`config.mk`:
```
export PLATFORM = sky130hd
export DESIGN_NAME = pfs_flash_host
export DESIGN_NICKNAME = d
export VERILOG_FILES = /design/src/shared/pfs_pkg.sv /design/src/logic/pfs_flash_host.sv /design/src/logic/pfs_bus_cycle.sv
export SDC_FILE = /design/constraint.sdc
export NUM_CORES = 1
export LEC_CHECK = 0
export BUFFER_PORTS_ARGS = -buffer_cell sky130_fd_sc_hd__buf_2
export CAP_MARGIN = 20
export CORE_MARGIN = 3
export CORE_UTILIZATION = 53
export DETAILED_ROUTE_END_ITERATION = 6
export GPL_ROUTABILITY_DRIVEN = 0
export PLACE_DENSITY_LB_ADDON = 0.3
export SYNTH_ARGS = -nofsm -noshare
export SYNTH_HDL_FRONTEND = slang
export SYNTH_SLANG_ARGS = --single-unit
```
`constraint.sdc`:
```
create_clock -name i_mclk -period 2.6 [get_ports i_mclk]
set_clock_uncertainty 0.05 [all_clocks]
set_input_delay 0.13 -clock i_mclk [delete_from_list [all_inputs] [get_ports i_mclk]]
set_output_delay 0.13 -clock i_mclk [all_outputs]
set_load 0.1 [all_outputs]
```
`src/shared/pfs_pkg.sv`:
```
package pfs_pkg;

   localparam int ADDR_W = 18;
   localparam int DATA_W = 8;
   localparam int CNT_W = 8;

   localparam int CLK_PERIOD_NS = 25;
   localparam int CLK_RATE_HZ = 40_000_000;

   // Bus timing in ns, minimum figures
   localparam int T_WP_NS = 90;
   localparam int T_WPH_NS = 90;
   localparam int T_AH_NS = 50;
   localparam int STROBE_HIGH_PULSE_MIN_NS = 150;
   // Slowest speed grade, so every grade is served
   localparam int T_ACC_NS = 150;

   // Least times round up to whole cycles
   localparam int WP_CYC = (T_WP_NS + CLK_PERIOD_NS - 1) / CLK_PERIOD_NS;
   localparam int WPH_CYC = (T_WPH_NS + CLK_PERIOD_NS - 1) / CLK_PERIOD_NS;
   localparam int AH_CYC = (T_AH_NS + CLK_PERIOD_NS - 1) / CLK_PERIOD_NS;
   localparam int OEHP_CYC = (STROBE_HIGH_PULSE_MIN_NS + CLK_PERIOD_NS - 1) / CLK_PERIOD_NS;
   localparam int ACC_CYC = (T_ACC_NS + CLK_PERIOD_NS - 1) / CLK_PERIOD_NS;
   localparam int SYNC_STAGES = 2;
   // Extra cycle for the registered strobe leaving the chip
   localparam int READ_CYC = ACC_CYC + SYNC_STAGES + 1;

   // Longest internal operation times
   localparam int T_BP_US = 50;
   localparam int T_EC_S = 10;
   localparam int BP_CYC = T_BP_US * (CLK_RATE_HZ / 1_000_000);
   localparam int unsigned EC_CYC = T_EC_S * CLK_RATE_HZ;

   // Command sequence, 15 bit command address
   localparam logic [14:0] CMD_ADDR_A = 15'h5555;
   localparam logic [14:0] CMD_ADDR_B = 15'h2AAA;
   localparam logic [7:0] CMD_DATA_A = 8'hAA;
   localparam logic [7:0] CMD_DATA_B = 8'h55;
   localparam logic [7:0] CMD_ID_ENTER = 8'h90;
   localparam logic [ADDR_W-1:0] ID_MAKER_ADDR = 18'h00000;
   localparam logic [ADDR_W-1:0] ID_PART_ADDR = 18'h00001;

   localparam logic [ADDR_W-1:0] BOOT_LO = 18'h00000;
   localparam logic [ADDR_W-1:0] BOOT_HI = 18'h01FFF;

   localparam int TOGGLE_BIT = 6;

   typedef enum logic [2:0] {
      OP_READ = 3'b000,
      OP_WRITE = 3'b001,
      OP_ID = 3'b010,
      OP_POLL = 3'b011,
      OP_WRITE_POLL = 3'b100
   } pfs_op_e;

   typedef struct packed {
      logic write;
      logic [ADDR_W-1:0] addr;
      logic [DATA_W-1:0] data;
   } pfs_cyc_s;

endpackage

```
`src/logic/pfs_flash_host.sv`:
```
`timescale 1ns/1ps
`default_nettype none

module pfs_flash_host
   import pfs_pkg::*;
#(
   parameter int unsigned POLL_LIMIT = EC_CYC
)
(
   input wire logic i_mclk,
   input wire logic i_reset_n,
   input wire logic i_cmd_valid,
   input wire logic [2:0] i_cmd_op,
   input wire logic [ADDR_W-1:0] i_cmd_addr,
   input wire logic [DATA_W-1:0] i_cmd_data,
   output logic o_cmd_ready,
   output logic o_rsp_valid,
   output logic [DATA_W-1:0] o_rsp_data,
   output logic [DATA_W-1:0] o_rsp_part,
   output logic o_rsp_timeout,
   output logic o_rsp_boot,
   output logic o_ce_n,
   output logic o_oe_n,
   output logic o_we_n,
   output logic [ADDR_W-1:0] o_addr,
   output logic [DATA_W-1:0] o_dq,
   output logic o_dq_oe_n,
   input wire logic [DATA_W-1:0] i_dq
);

   typedef enum logic [1:0] {
      ST_IDLE = 2'b00,
      ST_ISSUE = 2'b01,
      ST_WAIT = 2'b10
   } pfs_state_e;

   typedef struct packed {
      pfs_state_e st;
      pfs_op_e op;
      logic [2:0] step;
      logic [ADDR_W-1:0] addr;
      logic [DATA_W-1:0] wdata;
      logic req;
      logic req_write;
      logic [ADDR_W-1:0] req_addr;
      logic [DATA_W-1:0] req_data;
      logic have_prev;
      logic prev_tog;
      logic [31:0] tmo;
      logic ready;
      logic rsp_valid;
      logic [DATA_W-1:0] rsp_data;
      logic [DATA_W-1:0] rsp_part;
      logic rsp_timeout;
      logic rsp_boot;
   } pfs_host_state_s;

   pfs_host_state_s q, d;
   logic cyc_done;
   logic [DATA_W-1:0] cyc_rdata;
   pfs_cyc_s cyc;
   pfs_op_e cmd_op;
   logic polling;

   // Bus cycle that a given step of an operation makes
   function automatic pfs_cyc_s step_cmd(input pfs_op_e op,
                                         input logic [2:0] step,
                                         input logic [ADDR_W-1:0] addr,
                                         input logic [DATA_W-1:0] wdata);
      pfs_cyc_s r;
      r.write = 1'b0;
      r.addr = addr;
      r.data = wdata;
      unique case (op)
         OP_READ, OP_POLL: begin
            r.write = 1'b0;
         end
         OP_WRITE: begin
            r.write = 1'b1;
         end
         OP_WRITE_POLL: begin
            // Polling reuses the programmed address unchanged
            r.write = (step == 3'h0);
         end
         OP_ID: begin
            // Upper address bits zero; only 14..0 carry the command
            case (step)
               3'h0: begin
                  r.write = 1'b1;
                  r.addr = {3'h0, CMD_ADDR_A};
                  r.data = CMD_DATA_A;
               end
               3'h1: begin
                  r.write = 1'b1;
                  r.addr = {3'h0, CMD_ADDR_B};
                  r.data = CMD_DATA_B;
               end
               3'h2: begin
                  r.write = 1'b1;
                  r.addr = {3'h0, CMD_ADDR_A};
                  r.data = CMD_ID_ENTER;
               end
               3'h3: begin
                  r.addr = ID_MAKER_ADDR;
               end
               default: begin
                  r.addr = ID_PART_ADDR;
               end
            endcase
         end
      endcase
      return r;
   endfunction

   function automatic logic in_boot(input logic [ADDR_W-1:0] a);
      // Offset form wraps below the base, so one compare covers both ends
      return (a - BOOT_LO) <= (BOOT_HI - BOOT_LO);
   endfunction

   // Unknown operation codes fall back to a plain read
   always_comb begin
      cmd_op = OP_READ;
      unique case (i_cmd_op)
         OP_WRITE: cmd_op = OP_WRITE;
         OP_ID: cmd_op = OP_ID;
         OP_POLL: cmd_op = OP_POLL;
         OP_WRITE_POLL: cmd_op = OP_WRITE_POLL;
         default: cmd_op = OP_READ;
      endcase
   end

   assign cyc = step_cmd(q.op, q.step, q.addr, q.wdata);
   assign polling = (q.op == OP_POLL) ||
                    ((q.op == OP_WRITE_POLL) && (q.step != 3'h0));

   always_comb begin
      d = q;
      d.req = 1'b0;
      d.rsp_valid = 1'b0;
      unique case (q.st)
         ST_IDLE: begin
            d.ready = 1'b1;
            if (i_cmd_valid && q.ready) begin
               d.op = cmd_op;
               d.addr = i_cmd_addr;
               d.wdata = i_cmd_data;
               d.step = 3'h0;
               d.have_prev = 1'b0;
               d.tmo = 32'h0;
               d.ready = 1'b0;
               d.rsp_timeout = 1'b0;
               // A locked boot block will drop this write
               d.rsp_boot = in_boot(i_cmd_addr) &&
                            ((cmd_op == OP_WRITE) ||
                             (cmd_op == OP_WRITE_POLL));
               d.st = ST_ISSUE;
            end
         end
         ST_ISSUE: begin
            d.req = 1'b1;
            d.req_write = cyc.write;
            d.req_addr = cyc.addr;
            d.req_data = cyc.data;
            d.st = ST_WAIT;
         end
         ST_WAIT: begin
            // Bound on how long the device may stay busy
            if (polling && (q.tmo != POLL_LIMIT)) begin
               d.tmo = q.tmo + 32'h1;
            end
            if (cyc_done) begin
               unique case (q.op)
                  OP_READ, OP_WRITE: begin
                     d.rsp_data = cyc_rdata;
                     d.rsp_valid = 1'b1;
                     d.ready = 1'b1;
                     d.st = ST_IDLE;
                  end
                  OP_ID: begin
                     if (q.step == 3'h3) begin
                        d.rsp_data = cyc_rdata;
                     end
                     if (q.step == 3'h4) begin
                        d.rsp_part = cyc_rdata;
                        d.rsp_valid = 1'b1;
                        d.ready = 1'b1;
                        d.st = ST_IDLE;
                     end else begin
                        d.step = q.step + 3'h1;
                        d.st = ST_ISSUE;
                     end
                  end
                  OP_POLL, OP_WRITE_POLL: begin
                     if (!polling) begin
                        d.step = 3'h1;
                        d.st = ST_ISSUE;
                     end else if (q.have_prev &&
                                  (q.prev_tog == cyc_rdata[TOGGLE_BIT])) begin
                        // Toggle bit equal in two reads in a row: device is idle
                        d.rsp_data = cyc_rdata;
                        d.rsp_valid = 1'b1;
                        d.ready = 1'b1;
                        d.st = ST_IDLE;
                     end else if (q.tmo == POLL_LIMIT) begin
                        d.rsp_data = cyc_rdata;
                        d.rsp_timeout = 1'b1;
                        d.rsp_valid = 1'b1;
                        d.ready = 1'b1;
                        d.st = ST_IDLE;
                     end else begin
                        // First value means nothing by itself
                        d.prev_tog = cyc_rdata[TOGGLE_BIT];
                        d.have_prev = 1'b1;
                        d.st = ST_ISSUE;
                     end
                  end
               endcase
            end
         end
         default: begin
            d.st = ST_IDLE;
         end
      endcase
   end

   always_ff @(posedge i_mclk or negedge i_reset_n) begin
      if (!i_reset_n) begin
         q <= '0;
         q.st <= ST_IDLE;
         q.op <= OP_READ;
      end else begin
         q <= d;
      end
   end

   pfs_bus_cycle u_cycle (
      .i_mclk(i_mclk),
      .i_reset_n(i_reset_n),
      .i_req(q.req),
      .i_req_write(q.req_write),
      .i_req_addr(q.req_addr),
      .i_req_data(q.req_data),
      .o_done(cyc_done),
      .o_rdata(cyc_rdata),
      .o_ce_n(o_ce_n),
      .o_oe_n(o_oe_n),
      .o_we_n(o_we_n),
      .o_addr(o_addr),
      .o_dq(o_dq),
      .o_dq_oe_n(o_dq_oe_n),
      .i_dq(i_dq)
   );

   assign o_cmd_ready = q.ready;
   assign o_rsp_valid = q.rsp_valid;
   assign o_rsp_data = q.rsp_data;
   assign o_rsp_part = q.rsp_part;
   assign o_rsp_timeout = q.rsp_timeout;
   assign o_rsp_boot = q.rsp_boot;

endmodule

`default_nettype wire

```
`src/logic/pfs_bus_cycle.sv`:
```
`timescale 1ns/1ps
`default_nettype none

module pfs_bus_cycle
   import pfs_pkg::*;
(
   input wire logic i_mclk,
   input wire logic i_reset_n,
   input wire logic i_req,
   input wire logic i_req_write,
   input wire logic [ADDR_W-1:0] i_req_addr,
   input wire logic [DATA_W-1:0] i_req_data,
   output logic o_done,
   output logic [DATA_W-1:0] o_rdata,
   output logic o_ce_n,
   output logic o_oe_n,
   output logic o_we_n,
   output logic [ADDR_W-1:0] o_addr,
   output logic [DATA_W-1:0] o_dq,
   output logic o_dq_oe_n,
   input wire logic [DATA_W-1:0] i_dq
);

   typedef enum logic [2:0] {
      PH_IDLE = 3'b000,
      PH_SETUP = 3'b001,
      PH_STROBE = 3'b010,
      PH_HOLD = 3'b011,
      PH_RECOVER = 3'b100
   } pfs_phase_e;

   typedef struct packed {
      pfs_phase_e phase;
      logic write;
      logic [CNT_W-1:0] cnt;
      logic ce_n;
      logic oe_n;
      logic we_n;
      logic [ADDR_W-1:0] addr;
      logic [DATA_W-1:0] dq;
      logic dq_oe_n;
      logic [DATA_W-1:0] sync1;
      logic [DATA_W-1:0] sync2;
      logic done;
      logic [DATA_W-1:0] rdata;
   } pfs_cyc_state_s;

   pfs_cyc_state_s q, d;

   always_comb begin
      d = q;
      d.done = 1'b0;
      d.sync1 = i_dq;
      d.sync2 = q.sync1;
      unique case (q.phase)
         PH_IDLE: begin
            if (i_req) begin
               d.write = i_req_write;
               d.addr = i_req_addr;
               d.dq = i_req_data;
               d.dq_oe_n = ~i_req_write;
               d.phase = PH_SETUP;
            end
         end
         PH_SETUP: begin
            // Chip enable and the data strobe fall together
            d.ce_n = 1'b0;
            if (q.write) begin
               d.we_n = 1'b0;
               d.cnt = CNT_W'(WP_CYC - 1);
            end else begin
               d.oe_n = 1'b0;
               d.cnt = CNT_W'(READ_CYC - 1);
            end
            d.phase = PH_STROBE;
         end
         PH_STROBE: begin
            if (q.cnt != '0) begin
               d.cnt = q.cnt - CNT_W'(1);
            end else if (q.write) begin
               d.we_n = 1'b1;
               d.ce_n = 1'b1;
               d.cnt = CNT_W'(AH_CYC - 1);
               d.phase = PH_HOLD;
            end else begin
               d.rdata = q.sync2;
               d.ce_n = 1'b1;
               d.oe_n = 1'b1;
               // Read strobes stay high long enough for polling
               d.cnt = CNT_W'(OEHP_CYC - 1);
               d.phase = PH_RECOVER;
            end
         end
         PH_HOLD: begin
            // Address and data held past the write strobe's rise
            if (q.cnt != '0) begin
               d.cnt = q.cnt - CNT_W'(1);
            end else begin
               d.dq_oe_n = 1'b1;
               d.cnt = CNT_W'(WPH_CYC - 1);
               d.phase = PH_RECOVER;
            end
         end
         PH_RECOVER: begin
            if (q.cnt != '0) begin
               d.cnt = q.cnt - CNT_W'(1);
            end else begin
               d.done = 1'b1;
               d.phase = PH_IDLE;
            end
         end
         default: begin
            d.phase = PH_IDLE;
         end
      endcase
   end

   always_ff @(posedge i_mclk or negedge i_reset_n) begin
      if (!i_reset_n) begin
         q <= '0;
         q.phase <= PH_IDLE;
         q.ce_n <= 1'b1;
         q.oe_n <= 1'b1;
         q.we_n <= 1'b1;
         q.dq_oe_n <= 1'b1;
      end else begin
         q <= d;
      end
   end

   assign o_done = q.done;
   assign o_rdata = q.rdata;
   assign o_ce_n = q.ce_n;
   assign o_oe_n = q.oe_n;
   assign o_we_n = q.we_n;
   assign o_addr = q.addr;
   assign o_dq = q.dq;
   assign o_dq_oe_n = q.dq_oe_n;

endmodule

`default_nettype wire

```
# Word level (Yosys, flattened, before mapping)

Cells that the tools add are included.

Equality and inequality tests: 49
Bitwise gates (word level): 5
$lt $le $gt $ge: 1
Muxes and demuxes: 69
Reductions and logical operators: 40
Add/sub/neg operators: 3

Operator list:

| cell                                                              | number |
|---|---|
| case mux 33 bit (2 select lines)                                  | 1 |
| 2-to-1 mux 8 bit                                                  | 6 |
| case mux 15 bit (3 select lines)                                  | 1 |
| 2-to-1 mux 34 bit                                                 | 1 |
| 2-to-1 mux 33 bit                                                 | 1 |
| adder 32 x 1 -> 32 bit (second input constant)                    | 1 |
| equality test 32 x 29 -> 1 bit (second input constant)            | 1 |
| 2-to-1 mux 32 bit                                                 | 1 |
| != test 32 x 29 -> 1 bit (second input constant)                  | 1 |
| case mux 8 bit (4 select lines)                                   | 1 |
| 2-to-1 mux 10 bit                                                 | 3 |
| case mux 10 bit (3 select lines)                                  | 1 |
| 2-to-1 mux 28 bit                                                 | 1 |
| != test 2 bit (second input constant)                             | 14 |
| 2-to-1 mux 26 bit                                                 | 1 |
| equality test 3 x 2 -> 1 bit (second input constant)              | 8 |
| 2-to-1 mux 3 bit                                                  | 8 |
| case mux 8 bit (3 select lines)                                   | 1 |
| 2-to-1 mux 2 bit                                                  | 10 |
| 2-to-1 mux 19 bit                                                 | 1 |
| less-or-equal comparator 18 x 13 -> 1 bit (second input constant) | 1 |
| case mux 3 bit (2 select lines)                                   | 3 |
| 2-to-1 mux 17 bit                                                 | 1 |
| 2-to-1 mux 1 bit                                                  | 16 |
| other kinds (34)                                                  | 83 |

Flip-flop bits (word level): 183
Output and inout port bits: 50
Bits of input ports: 40
Logic and storage cells: 198

# Logic depth before layout (Yosys ltp)

Depth after elaboration: 7
Gate-level depth with buffers: 9
Mapped depth without buffers: 8

# By module

From an unflattened synthesis, not the netlist that was laid out.

Cells, all modules: 823
Area total of the unflattened synthesis: 8545.7 µm²

Modules (own cells, without submodules):

| module         | area each (µm²) | instances | cells an instance |
|---|---|---|---|
| pfs_flash_host | 5507.8          | 1         | 575 |
| pfs_bus_cycle  | 3037.9          | 1         | 248 |

# Worst setup path after synthesis

No wires, ideal clock.

Path type: reg-to-reg
From: reg q[39] in the netlist's numbering
To: reg q (netlist bit o_rsp_data[0])
Arrival time: 2387 ps
Setup time: 125 ps
Stages on the path, launching flop included: 8
Buffers on the path: 1
Slack: 38 ps
Cells stage by stage: dfrtp_1 > or4b_1 > or4_4 > o21a_4 > a21oi_2 > o211a_1 > buf_6 > mux2_4

Word-level cells in the longest chain between the ends: 3

RTL lines:

| what                           | RTL line              | source |
|---|---|---|
| start: declaration             | pfs_flash_host.sv:58  | `pfs_host_state_s q, d;` |
| equality test 32 x 29 -> 1 bit | pfs_flash_host.sv:204 | `end else if (q.tmo == POLL_LIMIT) begin` |
| != test 3 bit (no line)        | n/a                   |  |
| AND reduction 5 bit (no line)  | n/a                   |  |

No other way between the ends.
A chain may end at the register's enable or synchronous reset.

# Worst setup path after layout

From: reg q[39] in the netlist's numbering
To: reg q (netlist bit o_rsp_data[6])

The elaborated chain is that of the path after synthesis.

==> qor.yml <==
route:
  drc_errors: 0
  ant_nets: 0
  dr.first_iter.drc_count: 541
  routed_wirelength_um: 18500
  wl_per_cell_um: 15.8
  viasPerCell: 5.43
  vias: 6388
  dr.pass1.iters: 5
cts:
  root_buffer: "clkbuf_16"
  clock_sinks: 183
  clk_pin_slew_worst_paths_ps: 60
  cts_buffer_depth: 2
  cts_tree: "built"
  clk_latency_ps: 440
  htreeDepth: 4
  cts-buffers-inserted: 17
logic_synthesis:
  ys_seq_area_frac: 0.541
  synthArstFlopShare: 1.00
  synth_ff_type: "dfrtp_1"
  syn_avg_cell_area_um2: 10.0
  synthDistinctLibCells: 64
  syn_nets: 894
  yosysWarnings: 0
  syn_area_um2: 8470
  syn_inst: 845
  synth_edf_count: 0
  synth-seq-cells: 183
timing:
  rsz0062_at_grt: "no"
  hold_ws_ps: 33.3
  min_period_over_period: 0.974
  slew_headroom: 0.406
  max_freq_ghz: 0.395
  slew_viol_final: 0
  tns_ps: 0
  worst_slew_pin_slew_ps: 890
  finalHoldViolations: 0
  finalSetupViolCount: 0
  timing.final.crit_period_ps: 2530
floorplan:
  fp.dieH_um: 132
  num_io_pins: 90
  start_util: 0.549
  core_area_um2: 15400
  row_count: 45
  die_w_um: 132
  die_area_um2: 17500
placed_design:
  placed_area_um2: 9040
  dp_hpwl_um: 12200
  placedCellCount: 1104
  io_buffers: 89
status:
  status: "finished, final reports clean"
cells_and_area:
  syn2layout_area_growth_pct: 18.3
  layout_common_cells: "dfrtp_1, nand2_1, buf_2"
  n_fill_cell: 1256
  drive_above_1_share: 0.235
  final_cell_area_um2: 10000
  final_nets: 1002
  antenna_cells: 0
  regArea_um2: 4580
  layout_commonest_cell: "dfrtp_1"
  final_cells: 1176
  multi_input_area_um2: 3380
worst_setup_path:
  cp_cell_sequence: "or4b_4 > or4_4 > o21a_4 > a21oi_2 > o211a_1 > buf_12 > mux2_4"
  crit_fanout: 8
  crit_path_start_kind: "flip-flop"
  critical_path_class: "reg2reg"
  r2r_cells: 7
  reg2reg_from: "q[39]$_DFFE_PN0P_"
  slowest_stage: "or4b_4"
  crit_start: "q[39]$_DFFE_PN0P_"
  endpoint_kind: "flip-flop"
  critPathRequiredTime_ps: 2870
  critPathMaxStageDelay_ps: 530
  cp.arrival_ps: 2800
global_route:
  grt_antenna_before_repair: 0
  grt_overflow_total: 0
  grt_pass1_wl_um: 31200
  grt_pass1_vias: 6282
  grt_max_degree: 61
  grt_use_total: 0.218
pwr:
  ir_worst_vdd_mv: 0.426
  cellPowerDensity_nw_per_um2: 546
  p_total_mw: 5.47
  p_leak_nw: 4.87
job:
  maxCapViolCount: 0
hold_path:
  holdPathStages: 3
  min-delay-start: "i_cmd_valid"
  hp-class: "in2reg"
## repair_timing
item                                   in CTS  in global routing
setup endpoints to repair                   8                 17
endpoints found under the hold margin      89                  0
buffers inserted                            1                  1
pin swaps                                   4                  2
hold buffers                               39                  0
gates resized for setup                     0                  3
## cells by family after synthesis
| kind of cell | synth area share |
|---|---|
| buffers and inverters | 0.0629 |
| xor gates and xnor gates | 0.0310 |
| adders and majority gates | 0.0133 |
| and+or+nand+nor | 0.194 |
| muxes | 0.0749 |
| AOI/OAI and AO/OA | 0.0825 |
| DFF | 0.541 |
## flip-flops by register name, indices dropped and copies added (netlist names)
signal,count
o_rsp_timeout,1
u_cycle.o_oe_n,1
u_cycle.o_addr,18
u_cycle.q,20
u_cycle.o_dq_oe_n,1
o_rsp_part,8
u_cycle.o_done,1
o_rsp_boot,1
q,96
u_cycle.d,8
o_cmd_ready,1
u_cycle.o_dq,8
u_cycle.o_ce_n,1
o_rsp_valid,1
o_rsp_data,8
u_cycle.o_rdata,8
u_cycle.o_we_n,1
## path summary, 6_finish.rpt
kind / to / slack [ps]
min in group asynchronous: u_cycle.q[61]$_DFFE_PN0P_ / 170
setup reg to reg: o_rsp_data[6]$_DFFE_PN0P_ / 70
setup / recovery: o_rsp_data[6]$_DFFE_PN0P_ / 70
hold reg to reg: u_cycle.q[15]$_DFF_PN0_ / 290
max in group asynchronous: u_cycle.o_addr[16]$_DFFE_PN0P_ / 1530
hold / removal: q[114]$_DFFE_PN0P_ / 30
## Yosys cell counts (4+ instances only)
cell type,count,area (um^2)
dfrtp_1,179,4480
and2_1,5,31.3
nor2_1,82,308
a31oi_1,4,25.0
nor3_1,24,120
nand2b_1,5,31.3
nand3_1,20,100
inv_1,14,52.6
and3_1,6,37.5
o21ai_0,37,185
xnor2_1,27,236
nor4b_1,6,52.6
mux2_2,43,484
a21oi_1,44,220
buf_1,6,22.5
ha_1,9,113
clkbuf_1,27,101
mux2_4,8,120
nand4_1,15,93.8
nor3b_1,5,37.5
dfstp_2,4,105
buf_4,43,323
nand2_1,157,589
nor4_1,13,81.3
## power breakdown
group	internal [mW]	switching, mW
clock	1.37	1.09
combinational	0.0664	0.0794
sequential	2.86	0.00298
## metal layers
| metal | up-vias | wire [um] | GRT usage |
|---|---|---|---|
| met5 | - | 0 | 0 |
| met4 | 0 | 378 | 0.0831 |
| met3 | 35 | 798 | 0.0392 |
| met2 | 157 | 8950 | 0.346 |
| met1 | 3134 | 8400 | 0.304 |
| li1 | 3062 | - | - |
## per-stage QoR
step | util | setup WS (ps)
after floorplan | - | 38.2
final | 0.650 | 68.3
after global placement | 0.586 | 32.7
after global routing | 0.650 | 12.2
after CTS | 0.648 | 21.3
after detailed placement | 0.586 | -22.5
## critical path, delay by kind of cell (launching register included)
family                 cells  cell delay (ps)
AOI/OAI and AO/OA          3              580
buffers and inverters      1              150
DFF                        1              380
muxes                      1              300
and+or+nand+nor            2              970
## cell type report
| class | count | area share |
|---|---|---|
| well taps | 211 | 0.0263 |
| repair buffers | 167 | 0.117 |
| inverters | 17 | 0.00637 |
| multi-input cells | 567 | 0.337 |
| clock inverters | 9 | 0.00924 |
| flip-flops and latches | 183 | 0.457 |
| clock buffers | 22 | 0.0463 |
Power figures use the tool's default switching activity.
